<file path="src/dsp_pkg.sv">
// package: register map, field layout, modes and constants of the dual-slope pwm timer
package dsp_pkg;
    // apb register byte offsets
    localparam logic [7:0] DSP_OFF_CTRL_A = 8'h00; // timer_control_a
    localparam logic [7:0] DSP_OFF_CTRL_B = 8'h04; // mode high bits, clock select
    localparam logic [7:0] DSP_OFF_COUNT = 8'h08; // count_value
    localparam logic [7:0] DSP_OFF_CMP_A = 8'h0C; // compare_a_value buffer
    localparam logic [7:0] DSP_OFF_CMP_B = 8'h10; // compare b buffer
    localparam logic [7:0] DSP_OFF_CAPT = 8'h14; // capture_value_reg
    localparam logic [7:0] DSP_OFF_FLAGS = 8'h18; // flags, write one to clear
    localparam logic [7:0] DSP_OFF_STATUS = 8'h1C; // direction and waveform state levels
    // timer_control_a fields
    localparam int DSP_COM_A_LSB = 6;
    localparam int DSP_COM_B_LSB = 4;
    localparam int DSP_WGM_LO_LSB = 0;
    // control b fields
    localparam int DSP_WGM_HI_LSB = 3;
    localparam int DSP_CS_LSB = 0;
    // flag register bits
    localparam int DSP_FLAG_OVF = 0;
    localparam int DSP_FLAG_MA = 1;
    localparam int DSP_FLAG_MB = 2;
    localparam int DSP_FLAG_CAP = 3;
    // reset values, count bottom and count maximum
    localparam logic [7:0] DSP_CTRL_RST = 8'h00;
    localparam logic [15:0] DSP_WORD_RST = 16'h0000;
    localparam logic [15:0] DSP_BOTTOM = 16'h0000;
    localparam logic [15:0] DSP_MAX = 16'hFFFF;
    // prescaler divide ratios minus one
    localparam logic [9:0] DSP_DIV8 = 10'h007;
    localparam logic [9:0] DSP_DIV64 = 10'h03F;
    localparam logic [9:0] DSP_DIV256 = 10'h0FF;
    localparam logic [9:0] DSP_DIV1024 = 10'h3FF;

    // clock select codes
    typedef enum logic [2:0] {
        DSP_CS_STOP = 3'h0,
        DSP_CS_1 = 3'h1,
        DSP_CS_8 = 3'h2,
        DSP_CS_64 = 3'h3,
        DSP_CS_256 = 3'h4,
        DSP_CS_1024 = 3'h5
    } dsp_cs_t;

    // output mode field values
    typedef enum logic [1:0] {
        DSP_COM_OFF = 2'h0,
        DSP_COM_TOGGLE = 2'h1,
        DSP_COM_CLEAR = 2'h2,
        DSP_COM_SET = 2'h3
    } dsp_com_t;

    // count direction
    typedef enum logic {
        DSP_DIR_UP = 1'b0,
        DSP_DIR_DOWN = 1'b1
    } dsp_dir_t;

    // apb request bundle
    typedef struct packed {
        logic psel;
        logic penable;
        logic pwrite;
        logic [7:0] paddr;
        logic [31:0] pwdata;
    } dsp_apb_req_t;

    // apb answer bundle
    typedef struct packed {
        logic pready;
        logic pslverr;
        logic [31:0] prdata;
    } dsp_apb_rsp_t;

    // pin drive bundle for one waveform pin
    typedef struct packed {
        logic level;
        logic oe_n;
    } dsp_pin_t;
endpackage : dsp_pkg

</file>
<file path="src/dsp_prescaler.sv">
// prescaler: one-cycle timer_tick enable from the i/o clock
module dsp_prescaler (
    // clock and reset
    input wire logic clk_in,
    input wire logic nrst_in,
    // clock select
    input wire logic [2:0] sel_in,
    // tick enable
    output logic tick_out
);
    import dsp_pkg::*;

    logic [9:0] div_reg;
    logic [9:0] limit;

    // divide ratio minus one for the selected rate
    always_comb begin
        case (dsp_cs_t'(sel_in))
            DSP_CS_8: limit = DSP_DIV8;
            DSP_CS_64: limit = DSP_DIV64;
            DSP_CS_256: limit = DSP_DIV256;
            DSP_CS_1024: limit = DSP_DIV1024;
            default: limit = 10'h000;
        endcase
    end

    // free running divider, held at zero when stopped
    always_ff @(posedge clk_in or negedge nrst_in) begin
        if (!nrst_in) begin
            div_reg <= 10'h000;
        end else if (sel_in == DSP_CS_STOP || div_reg >= limit) begin
            div_reg <= 10'h000;
        end else begin
            div_reg <= div_reg + 10'h001;
        end
    end

    // tick is a clock enable, not a clock (see [RULE18]) (see [RULE19])
    assign tick_out = (sel_in != DSP_CS_STOP) && (div_reg >= limit);
endmodule : dsp_prescaler

</file>
<file path="src/dsp_timer.sv">
// top: 16-bit dual-slope pwm timer with apb registers and two waveform pins
// Overview of operation
// [RULE1] modes 8 and 9 count 0 up to limit, down to 0, forever
// [RULE2] limit is capture register in mode 8, compare a in mode 9
// [RULE3] counter stays at limit one tick, then counts down
// [RULE4] software keeps limit at least 0x0003, up to 0xFFFF
// [RULE5] non-inverting clears on up match, sets on down match; inverting opposite
// [RULE6] output mode 2 is non-inverted, 3 inverted in dual slope
// [RULE7] compare buffers load at bottom, overflow flag set same tick
// [RULE8] limit source flag (a or capture) set when counter reaches limit
// [RULE9] channel flag set whenever counter equals its active compare value
// [RULE10] software keeps limit not below compares; above-limit compare never matches
// [RULE11] compare zero gives low, compare at limit high; inverted opposite
// [RULE12] mode 9 with channel a mode 1 toggles a each match
// [RULE13] nonzero output mode field hands pin to the waveform; here mode 01 in pwm modes keeps the port except channel a in modes 9 and 15
// [RULE14] software must set pin direction to output for waveform to drive
// [RULE15] non-pwm: 00 off, 01 toggle, 10 low, 11 high on match
// [RULE16] fast pwm: 10 clear match set bottom, 11 opposite, 01 toggle a mode 15
// [RULE17] control a: channel a mode 7:6, channel b 5:4, resets zero
// [RULE18] all logic on i/o clock, tick is a clock enable
// [RULE19] prescaler divides by 1, 8, 64, 256 or 1024
// [RULE20] dual slope mode 01 toggles a only in modes 9 or 14
// [RULE21] mode field low bits in control a 1:0, high bits in control b
// [RULE22] waveform state registers reset low
//
// The register offsets and the APB register port are this design's own decisions.
module dsp_timer (
    // clock and reset
    input wire logic clk_in,
    input wire logic nrst_in,
    // apb slave
    input wire dsp_pkg::dsp_apb_req_t apb_in,
    output dsp_pkg::dsp_apb_rsp_t apb_out,
    // port function for the two pins when not overridden
    input wire logic port_a_level_in,
    input wire logic port_b_level_in,
    input wire logic port_a_dir_in,
    input wire logic port_b_dir_in,
    // pin drive: level and active-low output enable
    output dsp_pkg::dsp_pin_t pin_a_out,
    output dsp_pkg::dsp_pin_t pin_b_out
);
    import dsp_pkg::*;

    // registers
    logic [7:0] ctrl_a_reg;
    logic [7:0] ctrl_b_reg;
    logic [15:0] count_value_reg;
    logic [15:0] cmp_a_buf_reg;
    logic [15:0] cmp_b_buf_reg;
    logic [15:0] cmp_a_act_reg;
    logic [15:0] cmp_b_act_reg;
    logic [15:0] capture_value_reg;
    logic [3:0] flags_reg;
    logic dir_reg;
    logic wave_a_reg;
    logic wave_b_reg;
    logic [31:0] rdata_reg;
    logic bot_pend_reg;
    // decoded values
    logic timer_tick;
    logic [3:0] waveform_mode_field;
    logic [1:0] output_mode_a;
    logic [1:0] output_mode_b;
    logic mode_dual_pfc;
    logic mode_dual;
    logic mode_fast;
    logic [15:0] limit;
    logic at_limit;
    logic at_bottom;
    logic match_a;
    logic match_b;
    logic wr_en;
    logic rd_en;
    logic [3:0] flag_set;
    logic [3:0] flag_clr;
    logic wave_a_next;
    logic wave_b_next;
    logic [15:0] count_next;
    logic dir_next;
    logic bottom_tick;
    logic limit_tick;
    logic slope_down;

    // field split of mode and output mode (see [RULE21]) (see [RULE17])
    assign waveform_mode_field = {ctrl_b_reg[DSP_WGM_HI_LSB +: 2], ctrl_a_reg[DSP_WGM_LO_LSB +: 2]};
    assign output_mode_a = ctrl_a_reg[DSP_COM_A_LSB +: 2];
    assign output_mode_b = ctrl_a_reg[DSP_COM_B_LSB +: 2];

    // mode classes
    assign mode_dual_pfc = (waveform_mode_field == 4'h8) || (waveform_mode_field == 4'h9);
    assign mode_dual = mode_dual_pfc || (waveform_mode_field inside {4'h1, 4'h2, 4'h3, 4'hA, 4'hB});
    assign mode_fast = waveform_mode_field inside {4'h5, 4'h6, 4'h7, 4'hE, 4'hF};

    // period limit source (see [RULE2])
    assign limit = (waveform_mode_field == 4'h8) ? capture_value_reg :
                   (waveform_mode_field == 4'h9) ? cmp_a_act_reg : DSP_MAX;

    // tick source
    dsp_prescaler u_presc (
        .clk_in(clk_in),
        .nrst_in(nrst_in),
        .sel_in(ctrl_b_reg[DSP_CS_LSB +: 3]),
        .tick_out(timer_tick)
    );

    // compare events on the current count; only equality, so a compare above limit never fires
    assign at_limit = (count_value_reg == limit);
    assign at_bottom = (count_value_reg == DSP_BOTTOM);
    assign match_a = timer_tick && (count_value_reg == cmp_a_act_reg); // see [RULE9]
    assign match_b = timer_tick && (count_value_reg == cmp_b_act_reg); // see [RULE10]

    // apb decode, zero wait states
    assign wr_en = apb_in.psel && apb_in.penable && apb_in.pwrite;
    assign rd_en = apb_in.psel && !apb_in.penable && !apb_in.pwrite;

    // write strobe for one register offset
    function automatic logic reg_hit(input logic [7:0] off);
        return wr_en && (apb_in.paddr == off);
    endfunction : reg_hit

    // tick-qualified end points; a match at limit counts as falling, at bottom as rising
    assign bottom_tick = timer_tick && at_bottom;
    assign limit_tick = timer_tick && at_limit;
    assign slope_down = !at_bottom && (at_limit || dir_reg == DSP_DIR_DOWN); // see [RULE11]

    // counter next state: modes 8 and 9 up to limit, hold one tick, down to bottom; other modes count up and wrap
    always_comb begin
        count_next = count_value_reg;
        dir_next = dir_reg;
        if (mode_dual_pfc) begin
            if (dir_reg == DSP_DIR_UP) begin
                if (at_limit) begin
                    dir_next = DSP_DIR_DOWN; // see [RULE3]
                    count_next = count_value_reg - 16'h0001;
                end else begin
                    count_next = count_value_reg + 16'h0001; // see [RULE1]
                end
            end else if (at_bottom) begin
                dir_next = DSP_DIR_UP;
                count_next = count_value_reg + 16'h0001;
            end else begin
                count_next = count_value_reg - 16'h0001;
            end
        end else begin
            dir_next = DSP_DIR_UP;
            count_next = count_value_reg + 16'h0001;
        end
    end

    // count value, software write takes priority
    always_ff @(posedge clk_in or negedge nrst_in) begin
        if (!nrst_in) begin
            count_value_reg <= DSP_WORD_RST;
            dir_reg <= DSP_DIR_UP;
        end else if (reg_hit(DSP_OFF_COUNT)) begin
            count_value_reg <= apb_in.pwdata[15:0];
        end else if (timer_tick) begin
            count_value_reg <= count_next;
            dir_reg <= dir_next;
        end
    end

    // compare buffers written by software
    always_ff @(posedge clk_in or negedge nrst_in) begin
        if (!nrst_in) begin
            cmp_a_buf_reg <= DSP_WORD_RST;
            cmp_b_buf_reg <= DSP_WORD_RST;
        end else if (wr_en) begin
            if (apb_in.paddr == DSP_OFF_CMP_A) begin
                cmp_a_buf_reg <= apb_in.pwdata[15:0];
            end
            if (apb_in.paddr == DSP_OFF_CMP_B) begin
                cmp_b_buf_reg <= apb_in.pwdata[15:0];
            end
        end
    end

    // active compares load at bottom in modes 8 and 9, immediately otherwise
    always_ff @(posedge clk_in or negedge nrst_in) begin
        if (!nrst_in) begin
            cmp_a_act_reg <= DSP_WORD_RST;
            cmp_b_act_reg <= DSP_WORD_RST;
        end else if (!mode_dual_pfc || bottom_tick) begin
            cmp_a_act_reg <= cmp_a_buf_reg; // see [RULE7]
            cmp_b_act_reg <= cmp_b_buf_reg;
        end
    end

    // capture register written by software
    always_ff @(posedge clk_in or negedge nrst_in) begin
        if (!nrst_in) begin
            capture_value_reg <= DSP_WORD_RST;
        end else if (reg_hit(DSP_OFF_CAPT)) begin
            capture_value_reg <= apb_in.pwdata[15:0];
        end
    end

    // control registers
    always_ff @(posedge clk_in or negedge nrst_in) begin
        if (!nrst_in) begin
            ctrl_a_reg <= DSP_CTRL_RST; // see [RULE17]
            ctrl_b_reg <= DSP_CTRL_RST;
        end else if (wr_en) begin
            if (apb_in.paddr == DSP_OFF_CTRL_A) begin
                ctrl_a_reg <= {apb_in.pwdata[7:4], 2'h0, apb_in.pwdata[1:0]};
            end
            if (apb_in.paddr == DSP_OFF_CTRL_B) begin
                ctrl_b_reg <= {3'h0, apb_in.pwdata[4:0]};
            end
        end
    end

    // flag events; set wins over a write-one clear
    always_comb begin
        flag_set = 4'h0;
        flag_set[DSP_FLAG_MA] = match_a; // see [RULE9]
        flag_set[DSP_FLAG_MB] = match_b;
        if (mode_dual_pfc) begin
            flag_set[DSP_FLAG_OVF] = bottom_tick; // see [RULE7]
            if (waveform_mode_field == 4'h8) begin
                flag_set[DSP_FLAG_CAP] = limit_tick; // see [RULE8]
            end else begin
                flag_set[DSP_FLAG_MA] = match_a || limit_tick; // see [RULE8]
            end
        end else begin
            flag_set[DSP_FLAG_OVF] = timer_tick && (count_value_reg == DSP_MAX);
        end
    end

    // write-one clear strobes
    assign flag_clr = reg_hit(DSP_OFF_FLAGS) ? apb_in.pwdata[3:0] : 4'h0;

    // sticky flags
    always_ff @(posedge clk_in or negedge nrst_in) begin
        if (!nrst_in) begin
            flags_reg <= 4'h0;
        end else begin
            flags_reg <= (flags_reg & ~flag_clr) | flag_set;
        end
    end

    // one waveform channel's next level for the current mode
    function automatic logic wave_step(input logic cur, input logic [1:0] com, input logic match,
                                       input logic is_a, input logic dn, input logic bot);
        logic r;
        r = cur;
        if (mode_dual) begin
            if (com == DSP_COM_TOGGLE) begin
                if (is_a && match && (waveform_mode_field inside {4'h9, 4'hE})) begin
                    r = ~cur; // see [RULE12] (see [RULE20])
                end
            end else if (com[1] && match) begin
                r = (com == DSP_COM_CLEAR) ? dn : ~dn; // see [RULE5] (see [RULE6]) (see [RULE11])
            end
        end else if (mode_fast) begin
            if (com == DSP_COM_TOGGLE) begin
                if (is_a && match && waveform_mode_field == 4'hF) begin
                    r = ~cur; // see [RULE16]
                end
            end else if (com[1] && match) begin
                r = (com == DSP_COM_SET);
            end else if (com[1] && bot) begin
                r = (com == DSP_COM_CLEAR); // see [RULE16]
            end
        end else if (match) begin
            case (dsp_com_t'(com))
                DSP_COM_TOGGLE: r = ~cur; // see [RULE15]
                DSP_COM_CLEAR: r = 1'b0;
                DSP_COM_SET: r = 1'b1;
                default: r = cur;
            endcase
        end
        return r;
    endfunction : wave_step

    // next levels; down means the count is falling through this tick
    always_comb begin
        wave_a_next = wave_step(wave_a_reg, output_mode_a, match_a, 1'b1, slope_down,
                                bottom_tick);
        wave_b_next = wave_step(wave_b_reg, output_mode_b, match_b, 1'b0, slope_down,
                                bottom_tick);
    end

    // waveform state registers, start low
    always_ff @(posedge clk_in or negedge nrst_in) begin
        if (!nrst_in) begin
            wave_a_reg <= 1'b0; // see [RULE22]
            wave_b_reg <= 1'b0;
        end else begin
            wave_a_reg <= wave_a_next;
            wave_b_reg <= wave_b_next;
        end
    end

    // whether a channel owns its pin; mode 01 in pwm modes leaves the port alone except channel a in modes 9 and 15
    function automatic logic wave_connected(input logic [1:0] com, input logic is_a);
        logic c;
        c = (com != DSP_COM_OFF);
        if (com == DSP_COM_TOGGLE && (mode_dual || mode_fast)) begin
            c = is_a && (waveform_mode_field inside {4'h9, 4'hF}); // see [RULE20] (see [RULE16])
        end
        return c;
    endfunction : wave_connected

    // pin override when the waveform owns the pin; enable follows port direction
    always_comb begin
        pin_a_out.level = wave_connected(output_mode_a, 1'b1) ? wave_a_reg : port_a_level_in; // see [RULE13]
        pin_b_out.level = wave_connected(output_mode_b, 1'b0) ? wave_b_reg : port_b_level_in;
        pin_a_out.oe_n = ~port_a_dir_in; // see [RULE14]
        pin_b_out.oe_n = ~port_b_dir_in;
    end

    // read data captured in setup cycle
    always_ff @(posedge clk_in or negedge nrst_in) begin
        if (!nrst_in) begin
            rdata_reg <= 32'h0000_0000;
        end else if (rd_en) begin
            case (apb_in.paddr)
                DSP_OFF_CTRL_A: rdata_reg <= {24'h000000, ctrl_a_reg};
                DSP_OFF_CTRL_B: rdata_reg <= {24'h000000, ctrl_b_reg};
                DSP_OFF_COUNT: rdata_reg <= {16'h0000, count_value_reg};
                DSP_OFF_CMP_A: rdata_reg <= {16'h0000, cmp_a_buf_reg};
                DSP_OFF_CMP_B: rdata_reg <= {16'h0000, cmp_b_buf_reg};
                DSP_OFF_CAPT: rdata_reg <= {16'h0000, capture_value_reg};
                DSP_OFF_FLAGS: rdata_reg <= {28'h0000000, flags_reg};
                DSP_OFF_STATUS: rdata_reg <= {29'h00000000, wave_b_reg, wave_a_reg, dir_reg};
                default: rdata_reg <= 32'h0000_0000;
            endcase
        end
    end

    // unmapped flag for the access phase
    always_ff @(posedge clk_in or negedge nrst_in) begin
        if (!nrst_in) begin
            bot_pend_reg <= 1'b0;
        end else if (apb_in.psel && !apb_in.penable) begin
            bot_pend_reg <= (apb_in.paddr[1:0] != 2'h0) || (apb_in.paddr > DSP_OFF_STATUS);
        end
    end

    // apb answer: always ready, error on unmapped
    always_comb begin
        apb_out.pready = 1'b1;
        apb_out.pslverr = apb_in.psel && apb_in.penable && bot_pend_reg;
        apb_out.prdata = rdata_reg;
    end
endmodule : dsp_timer

</file>
<file path="config.mk">
export PLATFORM = sky130hd
export DESIGN_NAME = dsp_timer
export DESIGN_NICKNAME = d
export VERILOG_FILES = /design/src/dsp_pkg.sv /design/src/dsp_prescaler.sv /design/src/dsp_timer.sv
export SDC_FILE = /design/constraint.sdc
export NUM_CORES = 1
export LEC_CHECK = 0
export ABC_AREA = 1
export BUFFER_PORTS_ARGS = -buffer_cell sky130_fd_sc_hd__buf_4
export CAP_MARGIN = 20
export CORE_AREA = 2 2 144 146
export DETAILED_ROUTE_END_ITERATION = 8
export DIE_AREA = 0 0 146 148
export GPL_TIMING_DRIVEN = 0
export SLEW_MARGIN = 0
export SYNTH_ARGS = -nofsm -noshare
export SYNTH_HDL_FRONTEND = slang
export SYNTH_SLANG_ARGS = --single-unit
</file>
<file path="constraint.sdc">
create_clock -name clk_in -period 2.55 [get_ports clk_in]
set_input_delay 0 -clock clk_in [delete_from_list [all_inputs] [get_ports clk_in]]
set_output_delay 0 -clock clk_in [all_outputs]
set_load 0.02 [all_outputs]
</file>
==> results.yml <==
worst_setup_path:
  crit_required_ns: 2.91
  worst-path-max-fanout: 7
  crit_path_cell_trace: "ha_4 -> a31oi_4 -> ha_1 -> nand2_1 -> nor2_1 -> nand3_1 -> nand3_2 -> nand2_4 -> inv_4 -> nor2_2 -> inv_1 -> o22ai_1 -> o21bai_1"
  end_kind: "flop"
  rrSetupSlack_ns: 0.06
  cp_slowest_stage_delay_ns: 0.45
  crit_path_start_kind: "flop"
  cpMaxStageDelayCell: "dfrtp_2"
  worstSetupPathType: "flop to flop"
  crit_arrival_ns: 2.85
finish:
  drive_gt1_share_pct: 18.2
  antenna_cells: 0
  layout.nets: 1379
  area_growth_pct: 25.6
  utilization_pct: 54.2
cts:
  path_clk_slew_ns: 0.07
  cts_max_level: 4
  cts.path.max_buffers: 2
  clkSinkCount: 141
  cts_tree: "yes"
  root_buffer: "clkbuf_16"
  clk-insertion-delay-late_ns: 0.43
  numCtsBuffers: 17
sta:
  maxSlewViolCount: 0
  finalHoldViolCount: 0
  fin_crit_sh_pct: 97.5
  fmax_ghz: 0.402
  worst_clock_skew_ns: 0.0107
  setup_violations: 0
  setup_slack_ns: 0.0640
  fin_crit_ns: 2.49
  tightest_slew_ns: 1.02
  max_slew_margin_pct: 31.8
global_routing:
  grt_pass1_wl_um: 43800
  grt_pass1_vias: 7975
  track_usage_pct: 26.4
  grt_max_degree: 98
  grt_antenna_before_repair: 0
  gr-total-overflow: 0
synthesis:
  synth-async-reset-ratio_pct: 100
  synth.distinct_cells: 51
  synthDominantCellAreaShare_pct: 40.8
  yosysWarnings: 0
  synthCells: 1178
  synthXorXnorAreaFrac_pct: 4.46
  seq_area_frac_synth_pct: 40.8
  avgSynthCellArea_um2: 7.34
  yosysTopAreaCell: "dfrtp_1"
  muxShareOfSynthArea_pct: 1.16
  yosys.area_share.simple_pct: 27.7
  synth_top_family_by_area: "simple AND/OR/NAND/NOR gates"
  ys.flop_type: "dfrtp_1"
  syn_area_um2: 8650
  synth_fa_ha_area_share_pct: 3.18
  synth_compound_area_share_pct: 13.2
  ys_ff_latch: 141
  synth.area.top_cells: "dfrtp_1 41%, nand2_1 16%, o21ai_0 7.4%"
  synth-edff-count: 0
placed_design:
  numPortBuffers: 53
  place_ws_ns: -0.817
  gp_congestion: 0.926
  dpl.hpwl_um: 21000
detailed_routing:
  detail_route.vias_per_cell: 5.33
  postRouteAntennaNets: 0
  drt_first_pass_iters: 5
  detail_route.wirelength_um: 28400
  route.detailed.drc: 0
  num_vias: 8476
  drt-initial-drc-count: 706
  wl_per_cell_um: 17.9
floorplan:
  die_width_um: 146
  rows: 52
  die_h_um: 148
  ios: 87
  start_util_pct: 43.2
  dieArea_um2: 21600
  core_um2: 20000
run_status:
  outcome: "finished clean"
run:
  maxCapViolCount: 0
pwr:
  vdd_ir_drop_max_mv: 0.415
  seqPwrFrac_pct: 36.2
  p_int_mw: 4.41
  power_density_nw_per_um2: 621
  p_leak_nw: 5.12
  pwr-share-clk_pct: 40.3
  comb_power_share_pct: 23.6
  sw_frac_of_total_pct: 34.6
  power.switching_mw: 2.33
hold_path:
  hp-class: "primary input to flop"
==> cells by family (layout without fill, tap and decap cells) <==
kind of cell               count (synthesis)  in the layout
AOI/OAI and AO/OA                        204            204
xor gates and xnor gates                  44             44
adders and majority gates                 22             22
buffers and inverters                    190            316
DFF                                      141            141
muxes                                      9              9
other                                      2             17
and+or+nand+nor                          566            568
==> area by class of cell <==
cell class,count,area [µm²]
flip-flops and latches,141,3530
multi-input cells,864,4660
plain buffers,58,358
fillers,2018,9180
well taps,270,338
clock inverters,15,221
repair inverters,1,5.00
clock buffers,17,425
inverters,131,509
repair buffers,94,805
==> repair_timing <==
item	CTS	global route
cloned	2	3
hold buffers	17	0
endpoints found under the setup margin	53	52
gates resized for setup	42	76
pin swaps	4	28
buffers inserted	5	16
endpoints found under the hold margin	81	0
==> cells in the mapped netlist (11+ instances only) <==
cell	instances
dfrtp_1	141
buf_2	14
clkbuf_1	26
inv_1	124
nand2_1	358
nor2_1	65
ha_1	22
nand4_1	11
buf_4	17
a21oi_1	27
o21ai_0	128
nor3_1	23
xor2_1	41
nand3_1	79
==> final timing paths <==
check	from	cells after the start	endpoint
max in group asynchronous	nrst_in	3	cmp_a_act_reg[10]
min reg2reg	rdata_reg[11]	2	rdata_reg[11]
min	apb_in[0]	3	cmp_b_buf_reg[0]
max reg2reg	ctrl_b_reg[2]	13	count_value_reg[2]
max	ctrl_b_reg[2]	13	count_value_reg[2]
min in group asynchronous	nrst_in	2	u_presc.div_reg[2]
==> worst max-delay path, delay by kind of cell, from the launching register on <==
family	cells	cell delay, ns
adders and majority gates	2	0.46
AOI/OAI and AO/OA	3	0.52
and+or+nand+nor	6	0.73
buffers and inverters	2	0.25
DFF	1	0.45
==> power by group through the flow <==
stage          logic [mW]  clock network, mW  registers [mW]
2_1_floorplan       0.986                  0            2.43
3_3_place_gp         1.39                  0            2.45
3_5_place_dp         1.40                  0            2.45
4_1_cts              1.48               2.73            2.41
5_1_grt              1.75               2.83            2.45
6_report             1.59               2.71            2.44
==> metrics by stage <==
stage | instance area (µm²) | hold WS [ns] | setup TNS (ns) | cells | power (mW)
after floorplan | 8700 | -0.296 | 0 | 1193 | 3.41
after global placement | 9440 | 0.232 | -30.32 | 1516 | 3.84
after detailed placement | 9470 | -0.0273 | -32.76 | 1517 | 3.86
after CTS | 10500 | 0.0133 | 0 | 1573 | 6.62
after global routing | 10900 | 0.0143 | -0.383 | 1591 | 7.03
final | 10900 | 0.0143 | 0 | 1591 | 6.74
==> cells in the final DEF (no fill, tap or decap), drive strengths merged, types with 2 or more instances in the layout <==
master / Yosys / routed
nor2: 71 / 71
nand3: 80 / 81
nand3b: 3 / 3
o211ai: 8 / 8
a221oi: 7 / 7
dlygate4sd3: 0 / 17
bufinv: 0 / 2
a21oi: 27 / 27
inv: 126 / 134
nor3: 25 / 25
xor2: 41 / 41
o2111ai: 3 / 3
ha: 22 / 22
dfrtp: 141 / 141
nor3b: 5 / 5
nor4: 3 / 3
and3: 2 / 2
clkinv: 5 / 10
nand2: 365 / 366
a21o: 2 / 2
buf: 33 / 109
o21ai: 131 / 131
xnor2: 3 / 3
conb: 2 / 17
o221ai: 2 / 2
clkbuf: 26 / 43
o22ai: 10 / 10
a31oi: 3 / 3
mux2: 8 / 8
o21bai: 2 / 2
nand4: 11 / 11
==> routing by layer <==
layer	part of all wire (%)	track usage [%]	vias up
met5	0	0	-
met4	2.6	8.79	0
met3	5.4	3.67	53
met2	50	45.1	292
met1	42	34.7	4055
li1	-	-	4076
Note: power is estimated with default switching activity, not from simulation.
